==> config.mk <==
export PLATFORM = sky130hd
export DESIGN_NAME = epi_top
export DESIGN_NICKNAME = d
export VERILOG_FILES = /design/src/verilog/epi_pkg.sv /design/src/verilog/epi_sync.sv /design/src/verilog/epi_top.sv
export SDC_FILE = /design/constraint.sdc
export NUM_CORES = 1
export LEC_CHECK = 0
export ABC_AREA = 1
export BUFFER_PORTS_ARGS = -buffer_cell sky130_fd_sc_hd__buf_2
export CAP_MARGIN = 15
export CORE_MARGIN = 2
export CORE_UTILIZATION = 57
export CTS_CLUSTER_SIZE = 28
export DETAILED_ROUTE_END_ITERATION = 10
export HOLD_SLACK_MARGIN = 0.06
export PLACE_DENSITY = 0.86
export REMOVE_ABC_BUFFERS = 1
export SLEW_MARGIN = 15
export SYNTH_ARGS = -nofsm -noshare
export SYNTH_HDL_FRONTEND = slang
export SYNTH_HIERARCHICAL = 1
export SYNTH_SLANG_ARGS = --single-unit
==> constraint.sdc <==
create_clock -name sys_clk_i -period 1.6 [get_ports sys_clk_i]
set_input_delay 0.24 -clock sys_clk_i [delete_from_list [all_inputs] [get_ports sys_clk_i]]
set_output_delay 0.24 -clock sys_clk_i [all_outputs]
set_load 0.03 [all_outputs]
==> src/verilog/epi_pkg.sv <==
// Package of constants and types for the external pin interrupt block
package epi_pkg;

	// Register bus widths
	localparam int unsigned EPI_AW = 8; // Register address width
	localparam int unsigned EPI_DW = 8; // Register data width

	// Pin counts
	localparam int unsigned EPI_PC_N = 12; // All pin-change inputs
	localparam int unsigned EPI_PC_LO_N = 8; // Group 0 inputs 7:0
	localparam int unsigned EPI_PC_HI_N = 4; // Group 1 inputs 11:8

	// Register offsets
	localparam logic [EPI_AW-1:0] EPI_OFS_PC_MASK_LOW = 8'h0f;
	localparam logic [EPI_AW-1:0] EPI_OFS_PC_MASK_HIGH = 8'h10;
	localparam logic [EPI_AW-1:0] EPI_OFS_PC_FLAGS = 8'h11;
	localparam logic [EPI_AW-1:0] EPI_OFS_PC_ENABLES = 8'h12;
	localparam logic [EPI_AW-1:0] EPI_OFS_EXT_ENABLE = 8'h13;
	localparam logic [EPI_AW-1:0] EPI_OFS_EXT_FLAGS = 8'h14;
	localparam logic [EPI_AW-1:0] EPI_OFS_EXT_SENSE = 8'h15;

	// Reset values
	localparam logic [EPI_DW-1:0] EPI_RST_REG = 8'h00; // Every register
	localparam logic [EPI_DW-1:0] EPI_RDATA_IDLE = 8'h00; // Read data outside answer

	// Field positions
	localparam int unsigned EPI_BIT_EXT0 = 0; // Ext pin enable and flag bit
	localparam int unsigned EPI_BIT_GRP0 = 0; // Group 0 enable and flag bit
	localparam int unsigned EPI_BIT_GRP1 = 1; // Group 1 enable and flag bit
	localparam int unsigned EPI_SENSE_LSB = 0; // Sense select field low bit
	localparam int unsigned EPI_SENSE_W = 2; // Sense select field width

	// Sense select codes of the dedicated pin
	typedef enum logic [1:0] {
		EPI_SENSE_LOW = 2'h0, // Low level
		EPI_SENSE_ANY = 2'h1, // Any logical change
		EPI_SENSE_FALL = 2'h2, // Falling edge
		EPI_SENSE_RISE = 2'h3 // Rising edge
	} epi_sense_e;

	// Register bus request from software
	typedef struct packed {
		logic [EPI_AW-1:0] addr; // Register address
		logic [EPI_DW-1:0] wdata; // Write data
		logic wr; // Write strobe
		logic rd; // Read strobe
	} epi_bus_req_s;

	// Interrupt requests toward the dispatch, one per vector
	typedef struct packed {
		logic pc_group1; // Pin-change group 1 vector
		logic pc_group0; // Pin-change group 0 vector
		logic ext0; // Dedicated pin vector
	} epi_irq_s;

endpackage : epi_pkg

==> src/verilog/epi_sync.sv <==
// Three-stage pin synchroniser with agreement filter
`timescale 1ns/1ps
`default_nettype none

module epi_sync #(
	parameter int unsigned W = 1 // Number of pins
) (
	input wire logic sys_clk_i, // I/O clock
	input wire logic rst_i, // Asynchronous reset, active high
	input wire logic [W-1:0] pin_i, // Raw pins from outside the domain
	output logic [W-1:0] third_o, // Third stage, every sampled level
	output logic [W-1:0] stable_o // Level once stages two and three agree
);

	logic [W-1:0] s1_q; // First stage, read only by the second
	logic [W-1:0] s2_q; // Second stage
	logic [W-1:0] s3_q; // Third stage
	logic [W-1:0] stable_q; // Filtered level
	logic [W-1:0] stable_d; // Next filtered level

	// Take a new level only where two and three agree
	always_comb
	begin
		stable_d = stable_q;
		for (int i = 0; i < W; i++)
		begin
			if (s2_q[i] == s3_q[i])
			begin
				stable_d[i] = s3_q[i];
			end
		end
	end

	// Stage registers
	always_ff @(posedge sys_clk_i or posedge rst_i)
	begin
		if (rst_i)
		begin
			s1_q <= '0;
			s2_q <= '0;
			s3_q <= '0;
			stable_q <= '0;
		end
		else
		begin
			s1_q <= pin_i;
			s2_q <= s1_q;
			s3_q <= s2_q;
			stable_q <= stable_d;
		end
	end

	assign third_o = s3_q;
	assign stable_o = stable_q;

endmodule : epi_sync

`default_nettype wire

==> src/verilog/epi_top.sv <==
// External pin and pin-change interrupt controller with register port
// Summary of operation
// - Interrupts still fire with pins driven as outputs
// - Pin-change detection works without the clock
// - Level mode requests while pin stays low
// - Dedicated pin edges need the I/O clock
// - Low level detected asynchronously for wake
// - Level gone before wake gives no interrupt
// - Sense code: low, change, fall, rise
// - Sample pin first; pulses over one clock caught
// - Dedicated request needs enable and global enable
// - Edge sets flag; service or one clears
// - Dedicated flag held clear in level mode
// - Group 1 requests need enable and global enable
// - Group 0 requests need enable and global enable
// - Change on inputs 11:8 sets group 1 flag
// - Change on inputs 7:0 sets group 0 flag
// - Low mask bits select inputs 7:0
// - High mask bits select inputs 11:8
`timescale 1ns/1ps
`default_nettype none

module epi_top
	import epi_pkg::*;
(
	input wire logic sys_clk_i, // I/O clock, 10 MHz
	input wire logic rst_i, // Asynchronous reset, active high
	input wire logic [EPI_AW-1:0] addr_i, // Register address
	input wire logic [EPI_DW-1:0] wdata_i, // Register write data
	input wire logic wr_i, // Write strobe
	input wire logic rd_i, // Read strobe
	output logic [EPI_DW-1:0] rdata_o, // Read data, cycle after read strobe
	input wire logic ext_irq0_pin_i, // Dedicated interrupt pin level
	input wire logic [EPI_PC_N-1:0] pin_change_input_i, // Pin-change pin levels
	input wire logic global_irq_enable_i, // Global enable bit of the core
	input wire logic [2:0] irq_ack_i, // Vector taken: {group1, group0, ext0}
	output epi_irq_s irq_req_o, // Per-vector requests
	output logic irq_o, // Any unmasked pending request
	output logic wake_o // Asynchronous wake request
);

	// Bus request bundle
	epi_bus_req_s bus;
	// Software registers and their next values
	logic [EPI_PC_LO_N-1:0] mask_low_q, mask_low_d; // Group 0 mask
	logic [EPI_PC_HI_N-1:0] mask_high_q, mask_high_d; // Group 1 mask
	logic [1:0] grp_en_q, grp_en_d; // Group enables
	logic ext_en_q, ext_en_d; // Dedicated pin enable
	epi_sense_e sense_q, sense_d; // Dedicated pin sense select
	// Sticky flags, set by events and cleared by software or service
	logic [1:0] grp_flag_q, grp_flag_d; // Group flags
	logic ext_flag_q, ext_flag_d; // Dedicated pin flag
	// Read data register
	logic [EPI_DW-1:0] rdata_q, rdata_d;
	// Synchronised pin levels
	logic [EPI_PC_N-1:0] pc_stable; // Filtered pin-change levels
	logic [EPI_PC_N-1:0] pc_prev_q; // Filtered levels one cycle back
	logic ext_third; // Dedicated pin, third stage
	logic ext_stable; // Dedicated pin, filtered
	logic ext_prev_q; // Third stage one cycle back
	// Detected events
	logic ext_rise, ext_fall; // Edges seen on the sampled pin
	logic ext_edge_hit; // Edge matching the sense select
	logic level_mode; // Dedicated pin in level mode
	logic [EPI_PC_N-1:0] pc_change; // Changed and unmasked pins
	logic grp0_hit, grp1_hit; // Group events
	// Write decode helpers
	logic wr_ext_flags, wr_pc_flags;

	// True when a write strobe hits one offset
	function automatic logic wr_hit(input epi_bus_req_s b, input logic [EPI_AW-1:0] ofs);
		wr_hit = b.wr && (b.addr == ofs);
	endfunction : wr_hit
	assign bus = '{addr: addr_i, wdata: wdata_i, wr: wr_i, rd: rd_i};
	// Both pin groups pass the same filtered synchroniser
	epi_sync #(.W(EPI_PC_N)) u_pc_sync (
		.sys_clk_i(sys_clk_i),
		.rst_i(rst_i),
		.pin_i(pin_change_input_i), // Pin level read even when driven
		.third_o(),
		.stable_o(pc_stable) // Flags see only filtered levels
	);
	// Dedicated pin sampled before edge detection
	epi_sync #(.W(1)) u_ext_sync (
		.sys_clk_i(sys_clk_i),
		.rst_i(rst_i),
		.pin_i(ext_irq0_pin_i), // Pin level read even when driven
		.third_o(ext_third),
		.stable_o(ext_stable)
	);

	// Edge detection on the third stage, so one-sample pulses still count
	always_comb
	begin
		level_mode = (sense_q == EPI_SENSE_LOW);
		ext_rise = ext_third && !ext_prev_q; // Clocked edge only
		ext_fall = !ext_third && ext_prev_q; // Clocked edge only
		case (sense_q) // Sense code decode
			EPI_SENSE_ANY: ext_edge_hit = ext_rise || ext_fall;
			EPI_SENSE_FALL: ext_edge_hit = ext_fall;
			EPI_SENSE_RISE: ext_edge_hit = ext_rise;
			default: ext_edge_hit = 1'b0;
		endcase
	end

	// Changes on filtered pins, gated by the mask bits
	always_comb
	begin
		pc_change = (pc_stable ^ pc_prev_q) & {mask_high_q, mask_low_q};
		grp0_hit = |pc_change[EPI_PC_LO_N-1:0];
		grp1_hit = |pc_change[EPI_PC_N-1:EPI_PC_LO_N];
	end

	// Write decode for the two flag registers
	assign wr_ext_flags = wr_hit(bus, EPI_OFS_EXT_FLAGS);
	assign wr_pc_flags = wr_hit(bus, EPI_OFS_PC_FLAGS);

	// Control register writes
	always_comb
	begin
		mask_low_d = mask_low_q;
		mask_high_d = mask_high_q;
		grp_en_d = grp_en_q;
		ext_en_d = ext_en_q;
		sense_d = sense_q;
		if (wr_hit(bus, EPI_OFS_PC_MASK_LOW))
		begin
			mask_low_d = bus.wdata;
		end
		if (wr_hit(bus, EPI_OFS_PC_MASK_HIGH))
		begin
			mask_high_d = bus.wdata[EPI_PC_HI_N-1:0];
		end
		if (wr_hit(bus, EPI_OFS_PC_ENABLES))
		begin
			grp_en_d = {bus.wdata[EPI_BIT_GRP1], bus.wdata[EPI_BIT_GRP0]};
		end
		if (wr_hit(bus, EPI_OFS_EXT_ENABLE))
		begin
			ext_en_d = bus.wdata[EPI_BIT_EXT0];
		end
		if (wr_hit(bus, EPI_OFS_EXT_SENSE))
		begin
			sense_d = epi_sense_e'(bus.wdata[EPI_SENSE_LSB +: EPI_SENSE_W]);
		end
	end

	// Sticky flags: write one or vector taken clears, a new event wins
	always_comb
	begin
		ext_flag_d = ext_flag_q;
		grp_flag_d = grp_flag_q;
		if ((wr_ext_flags && bus.wdata[EPI_BIT_EXT0]) || irq_ack_i[0])
		begin
			ext_flag_d = 1'b0;
		end
		if (ext_edge_hit)
		begin
			ext_flag_d = 1'b1;
		end
		if (level_mode)
		begin
			ext_flag_d = 1'b0; // Never set while level sensing
		end
		if ((wr_pc_flags && bus.wdata[EPI_BIT_GRP0]) || irq_ack_i[1])
		begin
			grp_flag_d[0] = 1'b0;
		end
		if ((wr_pc_flags && bus.wdata[EPI_BIT_GRP1]) || irq_ack_i[2])
		begin
			grp_flag_d[1] = 1'b0;
		end
		if (grp0_hit)
		begin
			grp_flag_d[0] = 1'b1;
		end
		if (grp1_hit)
		begin
			grp_flag_d[1] = 1'b1;
		end
	end

	// Read mux; data stand only in the cycle after the strobe
	always_comb
	begin
		rdata_d = EPI_RDATA_IDLE;
		if (bus.rd)
		begin
			case (bus.addr)
				EPI_OFS_PC_MASK_LOW: rdata_d = mask_low_q;
				EPI_OFS_PC_MASK_HIGH: rdata_d = {{(EPI_DW-EPI_PC_HI_N){1'b0}}, mask_high_q};
				EPI_OFS_PC_FLAGS: rdata_d = {6'h00, grp_flag_q};
				EPI_OFS_PC_ENABLES: rdata_d = {6'h00, grp_en_q};
				EPI_OFS_EXT_ENABLE: rdata_d = {7'h00, ext_en_q};
				EPI_OFS_EXT_FLAGS: rdata_d = {7'h00, ext_flag_q};
				EPI_OFS_EXT_SENSE: rdata_d = {6'h00, sense_q};
				default: rdata_d = EPI_RDATA_IDLE; // Unmapped reads as zero
			endcase
		end
	end

	// All state registers
	always_ff @(posedge sys_clk_i or posedge rst_i)
	begin
		if (rst_i)
		begin
			mask_low_q <= EPI_RST_REG;
			mask_high_q <= EPI_RST_REG[EPI_PC_HI_N-1:0];
			grp_en_q <= EPI_RST_REG[1:0];
			ext_en_q <= EPI_RST_REG[EPI_BIT_EXT0];
			sense_q <= EPI_SENSE_LOW;
			grp_flag_q <= EPI_RST_REG[1:0];
			ext_flag_q <= EPI_RST_REG[EPI_BIT_EXT0];
			rdata_q <= EPI_RDATA_IDLE;
			pc_prev_q <= '0;
			ext_prev_q <= 1'b0;
		end
		else
		begin
			mask_low_q <= mask_low_d;
			mask_high_q <= mask_high_d;
			grp_en_q <= grp_en_d;
			ext_en_q <= ext_en_d;
			sense_q <= sense_d;
			grp_flag_q <= grp_flag_d;
			ext_flag_q <= ext_flag_d;
			rdata_q <= rdata_d;
			pc_prev_q <= pc_stable;
			ext_prev_q <= ext_third;
		end
	end

	// Requests toward the dispatch; flags and enables act as status and mask
	always_comb
	begin
		// Level request lasts only while the filtered pin is low
		irq_req_o.ext0 = global_irq_enable_i && ext_en_q
			&& (level_mode ? !ext_stable : ext_flag_q);
		irq_req_o.pc_group0 = global_irq_enable_i && grp_en_q[0] && grp_flag_q[0];
		irq_req_o.pc_group1 = global_irq_enable_i && grp_en_q[1] && grp_flag_q[1];
		irq_o = |irq_req_o;
	end

	// Wake path from raw pins, no clock needed while asleep
	always_comb
	begin
		wake_o = (ext_en_q && level_mode && !ext_irq0_pin_i)
			|| (grp_en_q[0] && |((pin_change_input_i[EPI_PC_LO_N-1:0]
			^ pc_stable[EPI_PC_LO_N-1:0]) & mask_low_q))
			|| (grp_en_q[1] && |((pin_change_input_i[EPI_PC_N-1:EPI_PC_LO_N]
			^ pc_stable[EPI_PC_N-1:EPI_PC_LO_N]) & mask_high_q));
	end

	assign rdata_o = rdata_q;

	// Flag stays clear one cycle after level mode is seen
	property p_level_flag_clear;
		@(posedge sys_clk_i) disable iff (rst_i)
		level_mode |=> !ext_flag_q;
	endproperty
	a_level_flag_clear: assert property (p_level_flag_clear)
		else $error("Dedicated flag set in level mode");
	// Low filtered pin in level mode gives a request at once
	property p_level_req;
		@(posedge sys_clk_i) disable iff (rst_i)
		(level_mode && ext_en_q && global_irq_enable_i && !ext_stable) |-> irq_req_o.ext0;
	endproperty
	a_level_req: assert property (p_level_req)
		else $error("Level request missing while pin low");
	// No request of any vector without the global enable
	property p_no_req_without_global;
		@(posedge sys_clk_i) disable iff (rst_i)
		!global_irq_enable_i |-> !irq_o;
	endproperty
	a_no_req_without_global: assert property (p_no_req_without_global)
		else $error("Request raised with global enable clear");
	// Falling edge in fall mode sets the flag on the next edge
	property p_fall_sets_flag;
		@(posedge sys_clk_i) disable iff (rst_i)
		(sense_q == EPI_SENSE_FALL && ext_prev_q && !ext_third) |=> ext_flag_q;
	endproperty
	a_fall_sets_flag: assert property (p_fall_sets_flag)
		else $error("Falling edge did not set flag");
	// Rising edge in fall mode leaves a clear flag clear
	property p_rise_ignored_in_fall;
		@(posedge sys_clk_i) disable iff (rst_i)
		(sense_q == EPI_SENSE_FALL && !ext_prev_q && ext_third && !ext_flag_q) |=> !ext_flag_q;
	endproperty
	a_rise_ignored_in_fall: assert property (p_rise_ignored_in_fall)
		else $error("Rising edge set flag in fall mode");
	// A raw pin pulse held two clocks reaches the flag within six
	property p_pulse_caught;
		@(posedge sys_clk_i) disable iff (rst_i)
		(sense_q == EPI_SENSE_ANY && $rose(ext_irq0_pin_i)) ##1 ext_irq0_pin_i
			##0 (sense_q == EPI_SENSE_ANY)[*4] |-> ##[0:2] ext_flag_q;
	endproperty
	a_pulse_caught: assert property (p_pulse_caught)
		else $error("Long pulse on dedicated pin missed");
	// Masked change in group 0 sets its flag
	property p_grp0_set;
		@(posedge sys_clk_i) disable iff (rst_i)
		|((pc_stable[EPI_PC_LO_N-1:0] ^ pc_prev_q[EPI_PC_LO_N-1:0]) & mask_low_q)
			|=> grp_flag_q[0];
	endproperty
	a_grp0_set: assert property (p_grp0_set)
		else $error("Group 0 change did not set flag");
	// Masked change in group 1 sets its flag
	property p_grp1_set;
		@(posedge sys_clk_i) disable iff (rst_i)
		|((pc_stable[EPI_PC_N-1:EPI_PC_LO_N] ^ pc_prev_q[EPI_PC_N-1:EPI_PC_LO_N])
			& mask_high_q) |=> grp_flag_q[1];
	endproperty
	a_grp1_set: assert property (p_grp1_set)
		else $error("Group 1 change did not set flag");
	// With every group 0 mask bit clear, a clear group 0 flag stays clear
	property p_grp0_masked;
		@(posedge sys_clk_i) disable iff (rst_i)
		(mask_low_q == '0 && !grp_flag_q[0]) |=> !grp_flag_q[0];
	endproperty
	a_grp0_masked: assert property (p_grp0_masked)
		else $error("Masked group 0 pins set flag");
	// Group 1 request follows enable and flag
	property p_grp1_req;
		@(posedge sys_clk_i) disable iff (rst_i)
		irq_req_o.pc_group1 |-> (grp_en_q[1] && grp_flag_q[1] && global_irq_enable_i);
	endproperty
	a_grp1_req: assert property (p_grp1_req)
		else $error("Group 1 request without cause");
	// Group 0 request appears with enable and flag
	property p_grp0_req;
		@(posedge sys_clk_i) disable iff (rst_i)
		(grp_en_q[0] && grp_flag_q[0] && global_irq_enable_i) |-> irq_req_o.pc_group0;
	endproperty
	a_grp0_req: assert property (p_grp0_req)
		else $error("Group 0 request missing");

	// Write one to the dedicated flag clears it without a new edge
	property p_w1c_ext;
		@(posedge sys_clk_i) disable iff (rst_i)
		(wr_ext_flags && wdata_i[EPI_BIT_EXT0] && !ext_edge_hit) |=> !ext_flag_q;
	endproperty
	a_w1c_ext: assert property (p_w1c_ext)
		else $error("Write one did not clear flag");

	// Raw low pin in level mode wakes with no clock edge needed
	property p_wake_level;
		@(posedge sys_clk_i) disable iff (rst_i)
		(ext_en_q && level_mode && !ext_irq0_pin_i) |-> wake_o;
	endproperty
	a_wake_level: assert property (p_wake_level)
		else $error("Wake missing on low level");

	// Unread cycles show zero read data
	property p_rdata_idle;
		@(posedge sys_clk_i) disable iff (rst_i)
		!rd_i |=> (rdata_o == EPI_RDATA_IDLE);
	endproperty
	a_rdata_idle: assert property (p_rdata_idle)
		else $error("Read data outside answer cycle");

endmodule : epi_top

`default_nettype wire

======== Word level (Yosys, flattened, before mapping) ========
Cells that the tools add are included.
Widths: inputs -> output; s select.
cells by class
  equality and inequality tests ........... 23
  bitwise logic cells ..................... 6
  reduce and logical (&&, ||, !) cells .... 41
  shift operators ......................... 0
  add/sub/neg operators ................... 0
  div/mod/pow operators ................... 0
  order comparisons ....................... 0
  multiply operators ...................... 0
  multiplexer cells ....................... 11
operators by type and width
  kind                count
  $pmux 8 s7          1
  $eq 8x5->1 const B  6
  $logic_and 1x1->1   22
  $reduce_or 8->1     2
  $eq 1x1->1          13
  $and 12x12->12      1
  $xor 12x12->12      1
  $and 8x8->8         1
  $eq 8x4->1 const B  1
  $mux 1              8
  $mux 8              1
  $reduce_or 4->1     2
  $xor 8x8->8         1
  $logic_or 1x1->1    6
  $and 4x4->4         1
  $eq 2x2->1 const B  2
  $logic_not 1->1     4
  $reduce_bool 2->1   2
  $xor 4x4->4         1
  $pmux 1 s3          1
  $reduce_bool 3->1   1
  $reduce_or 3->1     1
  $eq 2x1->1 const B  1
  $logic_not 2->1     1
word-level totals
  bits in registers ....................... 93
  latch bits .............................. 0
  RAM bits ................................ 0
  ROM bits ................................ 0
  memories ................................ 0
  logic and storage cells ................. 111
  output and inout bits ................... 13

======== Depth between registers and ports, before layout ========
Gate-level depths: netlist of run 1.
  depth after elaboration ................. 7
  gate-level depth with buffers ........... 8
  depth with buffers taken out ............ 8

======== Modules after synthesis ========
The synthesis of run 1 kept the hierarchy.
modules (own cells, without submodules)
  module                 cells each  seq. area each (um^2)  times used  area an instance (um^2)
  epi_top                280         1026.0                 1           2188.3
  epi_sync (u_pc_sync)   97          1201.2                 1           1400.1
  epi_sync (u_ext_sync)  9           100.1                  1           120.1

======== Least setup slack after synthesis of run 1 ========
OpenSTA, ideal clock, no wires.
  path type ............................... register -> output
  from .................................... register grp_flag_q[1]
  to ...................................... output irq_o
  required time ........................... 1360 ps
  buffers on the path ..................... 0
  cell stages (with the launch flop) ...... 5
  slack ................................... -132 ps
  arrival ................................. 1492 ps
  cell sequence ........................... dfrtp_1 -> inv_1 -> nor3_1 -> inv_1 -> nand3b_1
RTL lines
  item                    line            RTL
  from (decl)             epi_top.sv:51   logic [1:0] grp_flag_q, grp_flag_d;
  from (signal assigned)  epi_top.sv:212  grp_flag_q <= EPI_RST_REG[1:0];
  from (signal assigned)  epi_top.sv:225  grp_flag_q <= grp_flag_d;
  to (decl)               epi_top.sv:38   output logic irq_o,

======== Worst setup path in the final report of run 1 ========
  from .................................... register sense_q[1]
  to ...................................... output irq_o
between the ends
  cells in the longest elaborated chain, start to end .. 4
RTL lines
  item                    line            RTL
  from (decl)             epi_top.sv:49   epi_sense_e sense_q, sense_d;
  from (signal assigned)  epi_top.sv:224  sense_q <= sense_d;
  $logic_not 2->1         epi_top.sv:95   level_mode = (sense_q == EPI_SENSE_LOW);
  $mux 1                  epi_top.sv:238  && (level_mode ? !ext_stable : ext_flag_q);
  $logic_and 1x1->1       epi_top.sv:238
  $reduce_or 3->1         epi_top.sv:241  irq_o = |irq_req_o;
No other way between the ends.

==> implementation parameters, run 1 <==
Parameter                              Value

Status
  Status ... finished, violations left
  Violated checks ... setup timing

Yosys
  Combinational family with the most area after synthesis ... simple AND/OR/NAND/NOR gates
  Number of synthesis warnings ... 6
  Post-Syn Area per Cell ... 9.61 um^2
  Adder-Cell Fraction of Synth Area ... 0.675%
  Number of flops mapped to enable cells by yosys ... 0
  Fraction of the yosys area taken by sequential cells ... 62.8%
  Top flip-flop cell by instance count after synthesis ... dfrtp_1
  Commonest cells post-synth ... dfrtp_1 (93), nand2_1 (73), inv_1 (53), nor2_1 (53), a21oi_1 (30)
  Fraction of the mapped netlist area in simple logic gates ... 20.2%
  Multiplexer share of the synthesized area ... 0%
  Leading cell types by total area after synthesis ... dfrtp_1 (63%), nand2_1 (7.4%), inv_1 (5.4%)
  Synthesized instance count ... 386
  Cell taking the most area after synthesis ... dfrtp_1
  Portion of synthesized cell area occupied by the leading cell type ... 62.8%
  Library cell with the highest instance count after synthesis ... dfrtp_1
  Post-Synth XOR/XNOR Area ... 0.709%
  Netlist area before placement ... 0.00371 mm^2
  Register bit count reported by yosys ... 93
  Synth async-reset ratio ... 100%
  Synthesized-area fraction occupied by ao, oa, aoi and oai cells ... 9.65%
  Count of distinct cell types in the synthesized netlist ... 31

Global route
  Total track usage ... 25.1%
  Number of global-route vias before repair ... 3084
  Total congestion overflow after global routing ... 0
  Wire length of the first global-routing pass ... 13900 um
  Met3 capacity usage during global routing ... 4.33%
  Number of antenna violations at the first check in global routing ... 0
  Met2 layer usage reported by global route ... 42.1%
  Most crowded layer after global routing ... met2
  Maximum number of pins on one net before global-route repair ... 44
  Met1 GRT Util ... 31.7%

Cells and area
  Final cell area excluding filler cells ... 0.00466 mm^2
  Register cell area after layout ... 0.00233 mm^2
  Antenna diode instance count ... 0
  Multi-input logic area ... 0.00120 mm^2
  Area grow syn2layout ... 25.7%
  Post-layout instance count excluding filler cells ... 566
  Number of fillers in the final layout ... 464
  Share of final-layout standard cells stronger than drive strength 1 ... 25.4%
  Net count, final ... 523

Timing
  Crit share post-route ... 111%
  Post-layout min period ... 1.78 ns
  Relative slew margins ... 64.2%
  Achievable clock frequency ... 561 MHz
  Final setup violation count ... 3
  Transition time at the pin with the least slew margin ... 0.538 ns
  Hold WS ... 0.0790 ns
  Worst clock skew on the final layout ... 0.0127 ns
  Fin worst setup slack ... -0.183 ns
  Final hold viol count ... 0
  Count of final max-slew check failures ... 0
  Unrepaired setup endpoints after global routing ... yes

Floorplan
  Core Box Area ... 0.00631 mm^2
  Height of the chip ... 84.7 um
  Effective utilization at floorplan ... 58.7%
  Horiz. Die Dim ... 84.7 um
  Site row count ... 29
  Io pins ... 50
  Die outline area ... 0.00717 mm^2

Detailed routing
  Sum of routed wire length over all layers ... 8350 um
  DRC ... 0
  Average routed wire per standard cell ... 14.7 um
  DRC violation total after the first TritonRoute iteration ... 168
  Routed vias ... 2973
  Residual antenna-violating net count after detailed routing ... 0
  DR pass1 iterations ... 5
  Post-DR vias/cell ... 5.25

Clocking
  TritonCTS buffer count ... 9
  Clock tree from TritonCTS ... done
  H-tree levels ... 3
  Clock Sinks ... 93
  Insertion delay to the later sink of the worst-skew pair ... 0.36 ns
  Clock-pin slew reported for the worst setup and hold paths after clock tree synthesis ... 0.10 ns
  Buffer cell driving the clock tree root ... clkbuf_8
  Buffer depth of the longest clock path ... 2

Placement
  Routability cong. ... 0.830
  Port Buf Inserts ... 49
  Half-perimeter wire length after placement ... 5500 um
  Placed cell areas ... 0.00408 mm^2
  Number of placed cells counting well taps ... 516

Critical path
  Critical path data required time ... 1.36 ns
  Critical Path Fanout Max ... 3
  Crit path DAT ... 1.54 ns
  Worst Path Class, Setup ... flop to output pin
  Element type at the critical path start ... flop
  Critical path capture point type ... output pin

Power and ir drop
  Leak ... 0.00238 uW
  Power density of the placed cells ... 1070 mW/mm^2
  Worst voltage drop across the vdd grid ... 0.685 mV

Run
  Max Cap Violations ... 0

Hold path
  Hold Path Class ... input pin to flop
sequential cells by signal (all words and copies together), names as in the netlist, 2 cells and up:
register and flops:
u_pc_sync/s1_q 12, grp_en_q 2, grp_flag_q 2, rdata_o 8, pc_prev_q 12, u_pc_sync/third_o 12
mask_low_q 8, sense_q 2, u_pc_sync/stable_o 12, u_pc_sync/s2_q 12, mask_high_q 4
timing repair:
| item | 4_1_cts | 5_1_grt |
|---|---|---|
| gates resized for setup | 25 | 5 |
| setup endpoints to repair | 3 | 5 |
| buffers inserted | 13 | 7 |
| hold buffers | 14 | 0 |
| pin swaps | 11 | 7 |
| endpoints found under the hold margin | 81 | 0 |
kinds of logic (layout without fill, tap and decap cells):
kind of cell / Yosys count / after routing
xor+xnor: 3 / 3
flops: 93 / 93
simple gates: 165 / 165
fa+ha+maj: 2 / 2
buf+inv: 55 / 158
compound gates: 68 / 68
area by class of cell:
class,instances,area share (%)
well taps,77,2.07
inverters,54,4.35
flip-flops and latches,93,50.0
repair buffers,88,13.0
clock buffers,10,2.74
clock inverters,6,2.01
multi-input cells,238,25.8
through the flow:
step	total power [uW]	TNS [ns]	utilization (%)	setup WS, ns
finish	4980	-0.504	73.8	-0.183
global route	5210	-0.783	73.8	-0.272
CTS	4980	-0.417	72.8	-0.169
detailed placement	3170	0	64.6	0.0763
global placement	3130	0	64.6	0.157
floorplan	2960	-0.132	-	-0.132
per-layer routing:
layer	wire length, um	share of wire, %
met1	3350	40
met2	4370	52
met3	432	5.2
met5	0	0
met4	199	2.4
cells in the final DEF, fill, tap and decap left out, types with 3 or more instances in the layout:
cell type,count
dlygate4sd3_1,14
dfrtp_2,4
a21oi_1,28
o21ai_0,24
inv_1,49
clkbuf_8,9
buf_4,25
nor2_2,3
nor3_1,3
buf_2,45
buf_6,3
nor2_4,3
inv_2,5
dfrtp_1,89
nand3_1,14
nand2_1,71
o21ai_1,8
nand2_2,6
nor2_1,51
final timing paths:
path,end,from,depth (start not counted),slack (ns)
worst max-delay path,irq_o,sense_q[1],6,-0.18
worst min-delay path,mask_low_q[5],wdata_i[5],3,0.08
worst max register to register,grp_flag_q[0],u_pc_sync/stable_o[4],6,0.30
worst min register to register,u_pc_sync/s2_q[6],u_pc_sync/s1_q[6],0,0.35
max in group asynchronous,pc_prev_q[1],rst_i,4,0.64
min in group asynchronous,u_ext_sync/s1_q,rst_i,3,0.32
critical path, cell delays in order, from the launching register on:
cell and delay [ns]:
dfrtp_1 0.43, nor2_2 0.17, nor2_1 0.09, a211oi_2 0.14
nand2_1 0.10, nand3b_1 0.12, buf_6 0.14
power breakdown:
group | internal (uW) | switching, uW
registers | 2510 | 112
logic | 281 | 367
clock network | 897 | 819
total | 3690 | 1300
No activity file was read; power rests on OpenSTA's default activity.
==> inputs of run 2 (changes only) <==
==> constraint.sdc (replaced) <==
create_clock -name sys_clk_i -period 1.6 [get_ports sys_clk_i]
set_input_delay 0.24 -clock sys_clk_i [delete_from_list [all_inputs] [get_ports sys_clk_i]]
set_output_delay 0.24 -clock sys_clk_i [all_outputs]
set_load 0.005 [all_outputs]
==> implementation parameters, run 2 (synthesized netlist as in run 1, its figures left out) <==
Parameter                              Value

Clocking
  H-tree levels ... 3 (unchanged)
  TritonCTS buffer count ... 9 (unchanged)
  Clock tree from TritonCTS ... done (unchanged)
  Insertion delay to the later sink of the worst-skew pair ... 0.35 ns (was 0.36 ns)
  Clock-pin slew reported for the worst setup and hold paths after clock tree synthesis ... 0.08 ns (was 0.10 ns)
  Buffer depth of the longest clock path ... 2 (unchanged)
  Clock Sinks ... 93 (unchanged)
  Buffer cell driving the clock tree root ... clkbuf_8 (unchanged)

Critical path
  Element type at the critical path start ... flop (unchanged)
  Slowest library cell on the worst path ... dfrtp_1 (unchanged)
  Cell-by-cell trace of the critical path ... or2_4 -> nand2_1 -> nand2_1 -> nor2_1 -> nor2_1 -> nor2_1 -> nand2_2 -> buf_2 (was nor2_2 -> nor2_1 -> a211oi_2 -> nand2_1 -> nand3b_1 -> buf_6)
  R2r worst-path depth ... 5 (was 6)
  Crit path DAT ... 1.50 ns (was 1.54 ns)
  Worst Path Class, Setup ... flop to output pin (unchanged)
  Most common cell type on the critical path ... nor2_1
  Critical path data required time ... 1.36 ns (about the same)
  Critical Path Fanout Max ... 2 (was 3)
  Critical path capture point type ... output pin (unchanged)
  Slowest Stage Delay on Critical Path ... 0.39 ns (was 0.43 ns)

Timing
  Total Negative Setup Slacks ... -0.270 ns (was -0.504 ns)
  Final setup violation count ... 3 (unchanged)
  Worst clock skew on the final layout ... 0.00428 ns (was 0.0127 ns)
  Fin worst setup slack ... -0.139 ns (was -0.183 ns)
  Post-layout min period ... 1.74 ns (was 1.78 ns)
  Achievable clock frequency ... 575 MHz (was 561 MHz)
  Final hold viol count ... 0 (unchanged)
  Relative slew margins ... 64.8% (was 64.2%)
  Count of final max-slew check failures ... 0 (unchanged)
  Transition time at the pin with the least slew margin ... 0.528 ns (was 0.538 ns)
  Crit share post-route ... 109% (was 111%)
  Hold WS ... 0.0954 ns (was 0.0790 ns)
  Unrepaired setup endpoints after global routing ... yes (unchanged)

Cells and area
  Top library cells by usage in the layout, fill and taps aside ... dfrtp_1 (86), nand2_1 (71), nor2_1 (50) (was dfrtp_1 (89), nand2_1 (71), nor2_1 (51))
  Commonest non-fill, non-tap cell in the layout ... dfrtp_1 (unchanged)
  Share of final-layout standard cells stronger than drive strength 1 ... 24.3% (was 25.4%)
  Post-layout instance count excluding filler cells ... 551 (was 566)
  Antenna diode instance count ... 0 (unchanged)
  Net count, final ... 509 (was 523)
  Area grow syn2layout ... 22.2% (was 25.7%)

Power and ir drop
  Power density of the placed cells ... 1070 mW/mm^2 (about the same)
  Worst voltage drop across the vdd grid ... 0.839 mV (was 0.685 mV)
  Leak ... 0.00229 uW (was 0.00238 uW)

Global route
  Total track usage ... 23.5% (was 25.1%)
  Total congestion overflow after global routing ... 0 (unchanged)
  Number of antenna violations at the first check in global routing ... 0 (unchanged)
  Number of global-route vias before repair ... 2947 (was 3084)
  Maximum number of pins on one net before global-route repair ... 44 (unchanged)
  Wire length of the first global-routing pass ... 13200 um (was 13900 um)

Detailed routing
  Sum of routed wire length over all layers ... 7650 um (was 8350 um)
  Residual antenna-violating net count after detailed routing ... 0 (unchanged)
  Post-DR vias/cell ... 5.23 (was 5.25)
  DRC ... 0 (unchanged)
  DR pass1 iterations ... 6 (was 5)
  DRC violation total after the first TritonRoute iteration ... 203 (was 168)
  Routed vias ... 2879 (was 2973)
  Average routed wire per standard cell ... 13.9 um (was 14.7 um)

Placement
  Half-perimeter wire length after placement ... 5160 um (was 5500 um)
  Routability cong. ... 0.837 (was 0.830)
  Number of placed cells counting well taps ... 515 (was 516)
  Port Buf Inserts ... 49 (unchanged)

Floorplan
  Die outline area ... 0.00717 mm^2 (unchanged)
  Site row count ... 29 (unchanged)
  Horiz. Die Dim ... 84.7 um (unchanged)
  Core Box Area ... 0.00631 mm^2 (unchanged)
  Io pins ... 50 (unchanged)
  Effective utilization at floorplan ... 58.7% (unchanged)
  Height of the chip ... 84.7 um (unchanged)

Run
  Max Cap Violations ... 0 (unchanged)

Status
  Violated checks ... setup timing (unchanged)
  Status ... finished, violations left (unchanged)

Hold path
  Number of cells on the worst hold path ... 3 (unchanged)
  Hold Path Class ... input pin to flop (unchanged)
run 2: cell types whose count changed in the layout (fill, tap and decap cells not counted), sizes merged:
| cell | previous run | this run |
|---|---|---|
| clkbuf | 10 | 11 |
| inv | 56 | 54 |
| clkinvlp | 0 | 1 |
| clkinv | 2 | 1 |
| buf | 74 | 60 |
run 2: final timing paths:
check,startpoint,end,slack (ns)
max,u_pc_sync/stable_o[11],wake_o,-0.14
max reg2reg,u_ext_sync/third_o,ext_flag_q,0.40
min reg2reg,u_pc_sync/s1_q[6],u_pc_sync/s2_q[6],0.35
min,wdata_i[4],mask_low_q[4],0.1
max in group asynchronous,rst_i,sense_q[1],0.64
min in group asynchronous,rst_i,u_ext_sync/s2_q,0.32
run 2: where the power goes:
part | leakage (uW) | internal (uW) | switching [uW]
sequential | 0.00107 | 2510 | 113
clock | 0.000105 | 912 | 763
combinational | 0.00111 | 237 | 319
total | 0.00229 | 3660 | 1200
run 2: what timing repair did:
item	CTS	global route
setup buffers	7	0
pin swaps	8	8
hold endpoints to repair	83	0
resized for setup	21	9
hold buffers	14	0
setup endpoints to repair	3	3
run 2: through the flow:
step | total power, uW | setup slack (ns) | util [%] | area (um^2)
floorplan | 2940 | 0.216 | - | 3690
global placement | 3100 | 0.204 | 64.5 | 4070
CTS | 4860 | -0.139 | 71.5 | 4510
finish | 4850 | -0.139 | 71.8 | 4530
detailed placement | 3130 | 0.165 | 64.5 | 4070
global route | 5050 | -0.236 | 71.8 | 4530
run 2: per-layer routing:
layer  track usage, %  routed length, um  vias up
met4             5.92                107        0
met5                0                  0        -
li1                 -                  -     1397
met1             29.8               3230     1375
met3             6.69                449       11
met2             40.2               3860       96
run 2: final cells by class:
type | instances | area [um^2]
well taps | 77 | 96.3
clock inverters | 4 | 72.6
inverters | 54 | 203
multi-input cells | 238 | 1200
fillers | 468 | 1780
flip-flops and latches | 93 | 2340
repair buffers | 74 | 480
clock buffers | 11 | 141
run 2: critical path, delay by kind of cell, from the launching register on:
kind / cells / cell delay, ns
DFF: 1 / 0.39
and+or+nand+nor: 7 / 0.63
buffers and inverters: 1 / 0.12
==> inputs of run 3 (changes only) <==
- CORE_MARGIN: 2 -> 10
- MAX_ROUTING_LAYER: default -> met4
==> implementation parameters, run 3 (synthesized netlist as in run 1, its figures left out) <==
Parameter                              Value

Cells and area
  Post-layout utilization of the core ... 71.5% (was 71.8%)
  Area grow syn2layout ... 22.4% (was 22.2%)
  Number of fillers in the final layout ... 454 (was 468)
  Net count, final ... 507 (was 509)
  Share of final-layout standard cells stronger than drive strength 1 ... 23.3% (was 24.3%)
  Antenna diode instance count ... 0 (unchanged)
  Post-layout instance count excluding filler cells ... 550 (was 551)
  Top library cells by usage in the layout, fill and taps aside ... dfrtp_1 (85), nand2_1 (71), inv_1 (51) (was dfrtp_1 (86), nand2_1 (71), nor2_1 (50))
  Commonest non-fill, non-tap cell in the layout ... dfrtp_1 (unchanged)

Timing
  Worst clock skew on the final layout ... 0.0129 ns (was 0.00428 ns)
  Final setup violation count ... 3 (unchanged)
  Relative slew margins ... 64.4% (was 64.8%)
  Count of final max-slew check failures ... 0 (unchanged)
  Crit share post-route ... 116% (was 109%)
  Unrepaired setup endpoints after global routing ... yes (unchanged)
  Transition time at the pin with the least slew margin ... 0.534 ns (was 0.528 ns)
  Achievable clock frequency ... 537 MHz (was 575 MHz)
  Final hold viol count ... 0 (unchanged)
  Fin worst setup slack ... -0.262 ns (was -0.139 ns)
  Post-layout min period ... 1.86 ns (was 1.74 ns)

Global route
  Total congestion overflow after global routing ... 0 (unchanged)
  Number of global-route vias before repair ... 2993 (was 2947)
  Number of antenna violations at the first check in global routing ... 0 (unchanged)
  Maximum number of pins on one net before global-route repair ... 49 (was 44)
  Total track usage ... 17.8% (was 23.5%)
  Wire length of the first global-routing pass ... 13900 um (was 13200 um)

Power and ir drop
  Combinational share of power ... 11.1% (was 11.5%)
  Final Total Pwr ... 4960 uW (was 4850 uW)
  Sequential share of power ... 53.0% (was 54.0%)
  Net switching component of the power ... 1250 uW (was 1200 uW)
  Clock share of power ... 35.9% (was 34.5%)
  Internal cell power ... 3710 uW (was 3660 uW)
  Power density of the placed cells ... 1090 mW/mm^2 (was 1070 mW/mm^2)
  Leak ... 0.00230 uW (was 0.00229 uW)
  Net switching share of the total power ... 25.2% (was 24.6%)
  Worst voltage drop across the vdd grid ... 0.815 mV (was 0.839 mV)

Detailed routing
  DRC ... 0 (unchanged)
  DRC violation total after the first TritonRoute iteration ... 162 (was 203)
  DR pass1 iterations ... 4 (was 6)
  Routed vias ... 2846 (was 2879)
  Post-DR vias/cell ... 5.17 (was 5.23)
  Residual antenna-violating net count after detailed routing ... 0 (unchanged)
  Sum of routed wire length over all layers ... 8410 um (was 7650 um)
  Average routed wire per standard cell ... 15.3 um (was 13.9 um)

Floorplan
  Core Box Area ... 0.00635 mm^2 (was 0.00631 mm^2)
  Horiz. Die Dim ... 101 um (was 84.7 um)
  Die outline area ... 0.0101 mm^2 (was 0.00717 mm^2)
  Site row count ... 29 (unchanged)
  Height of the chip ... 101 um (was 84.7 um)
  Effective utilization at floorplan ... 58.4% (was 58.7%)
  Io pins ... 50 (unchanged)

Clocking
  Buffer cell driving the clock tree root ... clkbuf_8 (unchanged)
  Clock Sinks ... 93 (unchanged)
  H-tree levels ... 3 (unchanged)
  Clock-pin slew reported for the worst setup and hold paths after clock tree synthesis ... 0.09 ns (was 0.08 ns)
  TritonCTS buffer count ... 9 (unchanged)
  Insertion delay to the later sink of the worst-skew pair ... 0.36 ns (was 0.35 ns)
  Clock tree from TritonCTS ... done (unchanged)
  Buffer depth of the longest clock path ... 2 (unchanged)

Placement
  Half-perimeter wire length after placement ... 5670 um (was 5160 um)
  Routability cong. ... 0.859 (was 0.837)
  Port Buf Inserts ... 49 (unchanged)
  Number of placed cells counting well taps ... 514 (was 515)

Critical path
  Flop2flop setup slack ... 0.23 ns (was 0.40 ns)
  Crit path DAT ... 1.62 ns (was 1.50 ns)
  Worst Path Class, Setup ... flop to output pin (unchanged)
  Critical path capture point type ... output pin (unchanged)
  Critical path data required time ... 1.36 ns (about the same)
  Critical Path Fanout Max ... 6 (was 2)
  Element type at the critical path start ... flop (unchanged)

Run
  Max Cap Violations ... 0 (unchanged)

Status
  Violated checks ... setup timing (unchanged)
  Status ... finished, violations left (unchanged)

Hold path
  Hold Path Class ... input pin to flop (unchanged)
run 3: cell count changes in the layout (fill, tap and decap cells not counted), sizes merged:
cell,delta
buf,-2
inv,+1
run 3: per-layer routing:
| metal | vias up | track usage, % | wire length, um | part of all wire, % |
|---|---|---|---|---|
| met5 | - | - | 0 | 0 |
| met4 | 0 | 6.09 | 138 | 1.6 |
| met2 | 85 | 28.0 | 4230 | 50 |
| met3 | 10 | 5.28 | 474 | 5.6 |
| met1 | 1363 | 21.3 | 3570 | 42 |
| li1 | 1388 | - | - | - |
run 3: critical path, stage by stage, from the launching register on:
cell and delay (ns):
dfrtp_1 0.41, buf_6 0.14, a21oi_2 0.14, nand2_2 0.06, nand2_1 0.10, nor2_4 0.05, nor2_2 0.10, nor2_1 0.06
nand2_1 0.09, buf_2 0.12
run 3: final timing paths:
kind / from / end / depth (start not counted)
max reg2reg: u_pc_sync/stable_o[10] / grp_flag_q[1] / 7
min: wdata_i[7] / mask_low_q[7] / 3
min reg2reg: u_pc_sync/s1_q[3] / u_pc_sync/s2_q[3] / 0
max in group asynchronous: rst_i / sense_q[1] / 4
max: u_pc_sync/stable_o[11] / wake_o / 9
min in group asynchronous: rst_i / u_ext_sync/stable_o / 3
run 3: area by class of cell:
class / count / area, um^2 / share of cell area (%)
clock buffer: 11 / 151 / 3.33
clock inverter: 5 / 81.3 / 1.79
inverter: 54 / 203 / 4.46
multi-input combinational: 238 / 1200 / 26.5
sequential: 93 / 2340 / 51.5
tap: 77 / 96.3 / 2.12
timing repair buffer: 72 / 469 / 10.3
run 3: through the flow:
step                      instance area (um^2)  hold WS [ns]  setup WS, ns  TNS, ns
after floorplan                           3690       0.00608         0.216        0
after global placement                    4070         0.145         0.169        0
after detailed placement                  4070         0.157         0.114        0
after CTS                                 4510        0.0675        -0.228   -0.463
after global routing                      4540        0.0684        -0.422   -0.826
final                                     4540        0.0802        -0.262   -0.462
run 3: power by group through the flow:
| stage | combinational [uW] | sequential (uW) | clock (uW) |
|---|---|---|---|
| after global routing | 626 | 2650 | 1910 |
| after global placement | 443 | 2660 | 0 |
| final | 552 | 2630 | 1780 |
| after floorplan | 296 | 2640 | 0 |
| after CTS | 535 | 2620 | 1800 |
| after detailed placement | 463 | 2670 | 0 |
run 3: timing repair:
item / CTS / global route
setup endpoints to repair: 3 / 3
gates resized for setup: 13 / 12
hold buffers: 14 / 0
gates cloned: 0 / 0
hold endpoints to repair: 106 / 0
buffers inserted: 5 / 1
pin swaps: 8 / 5
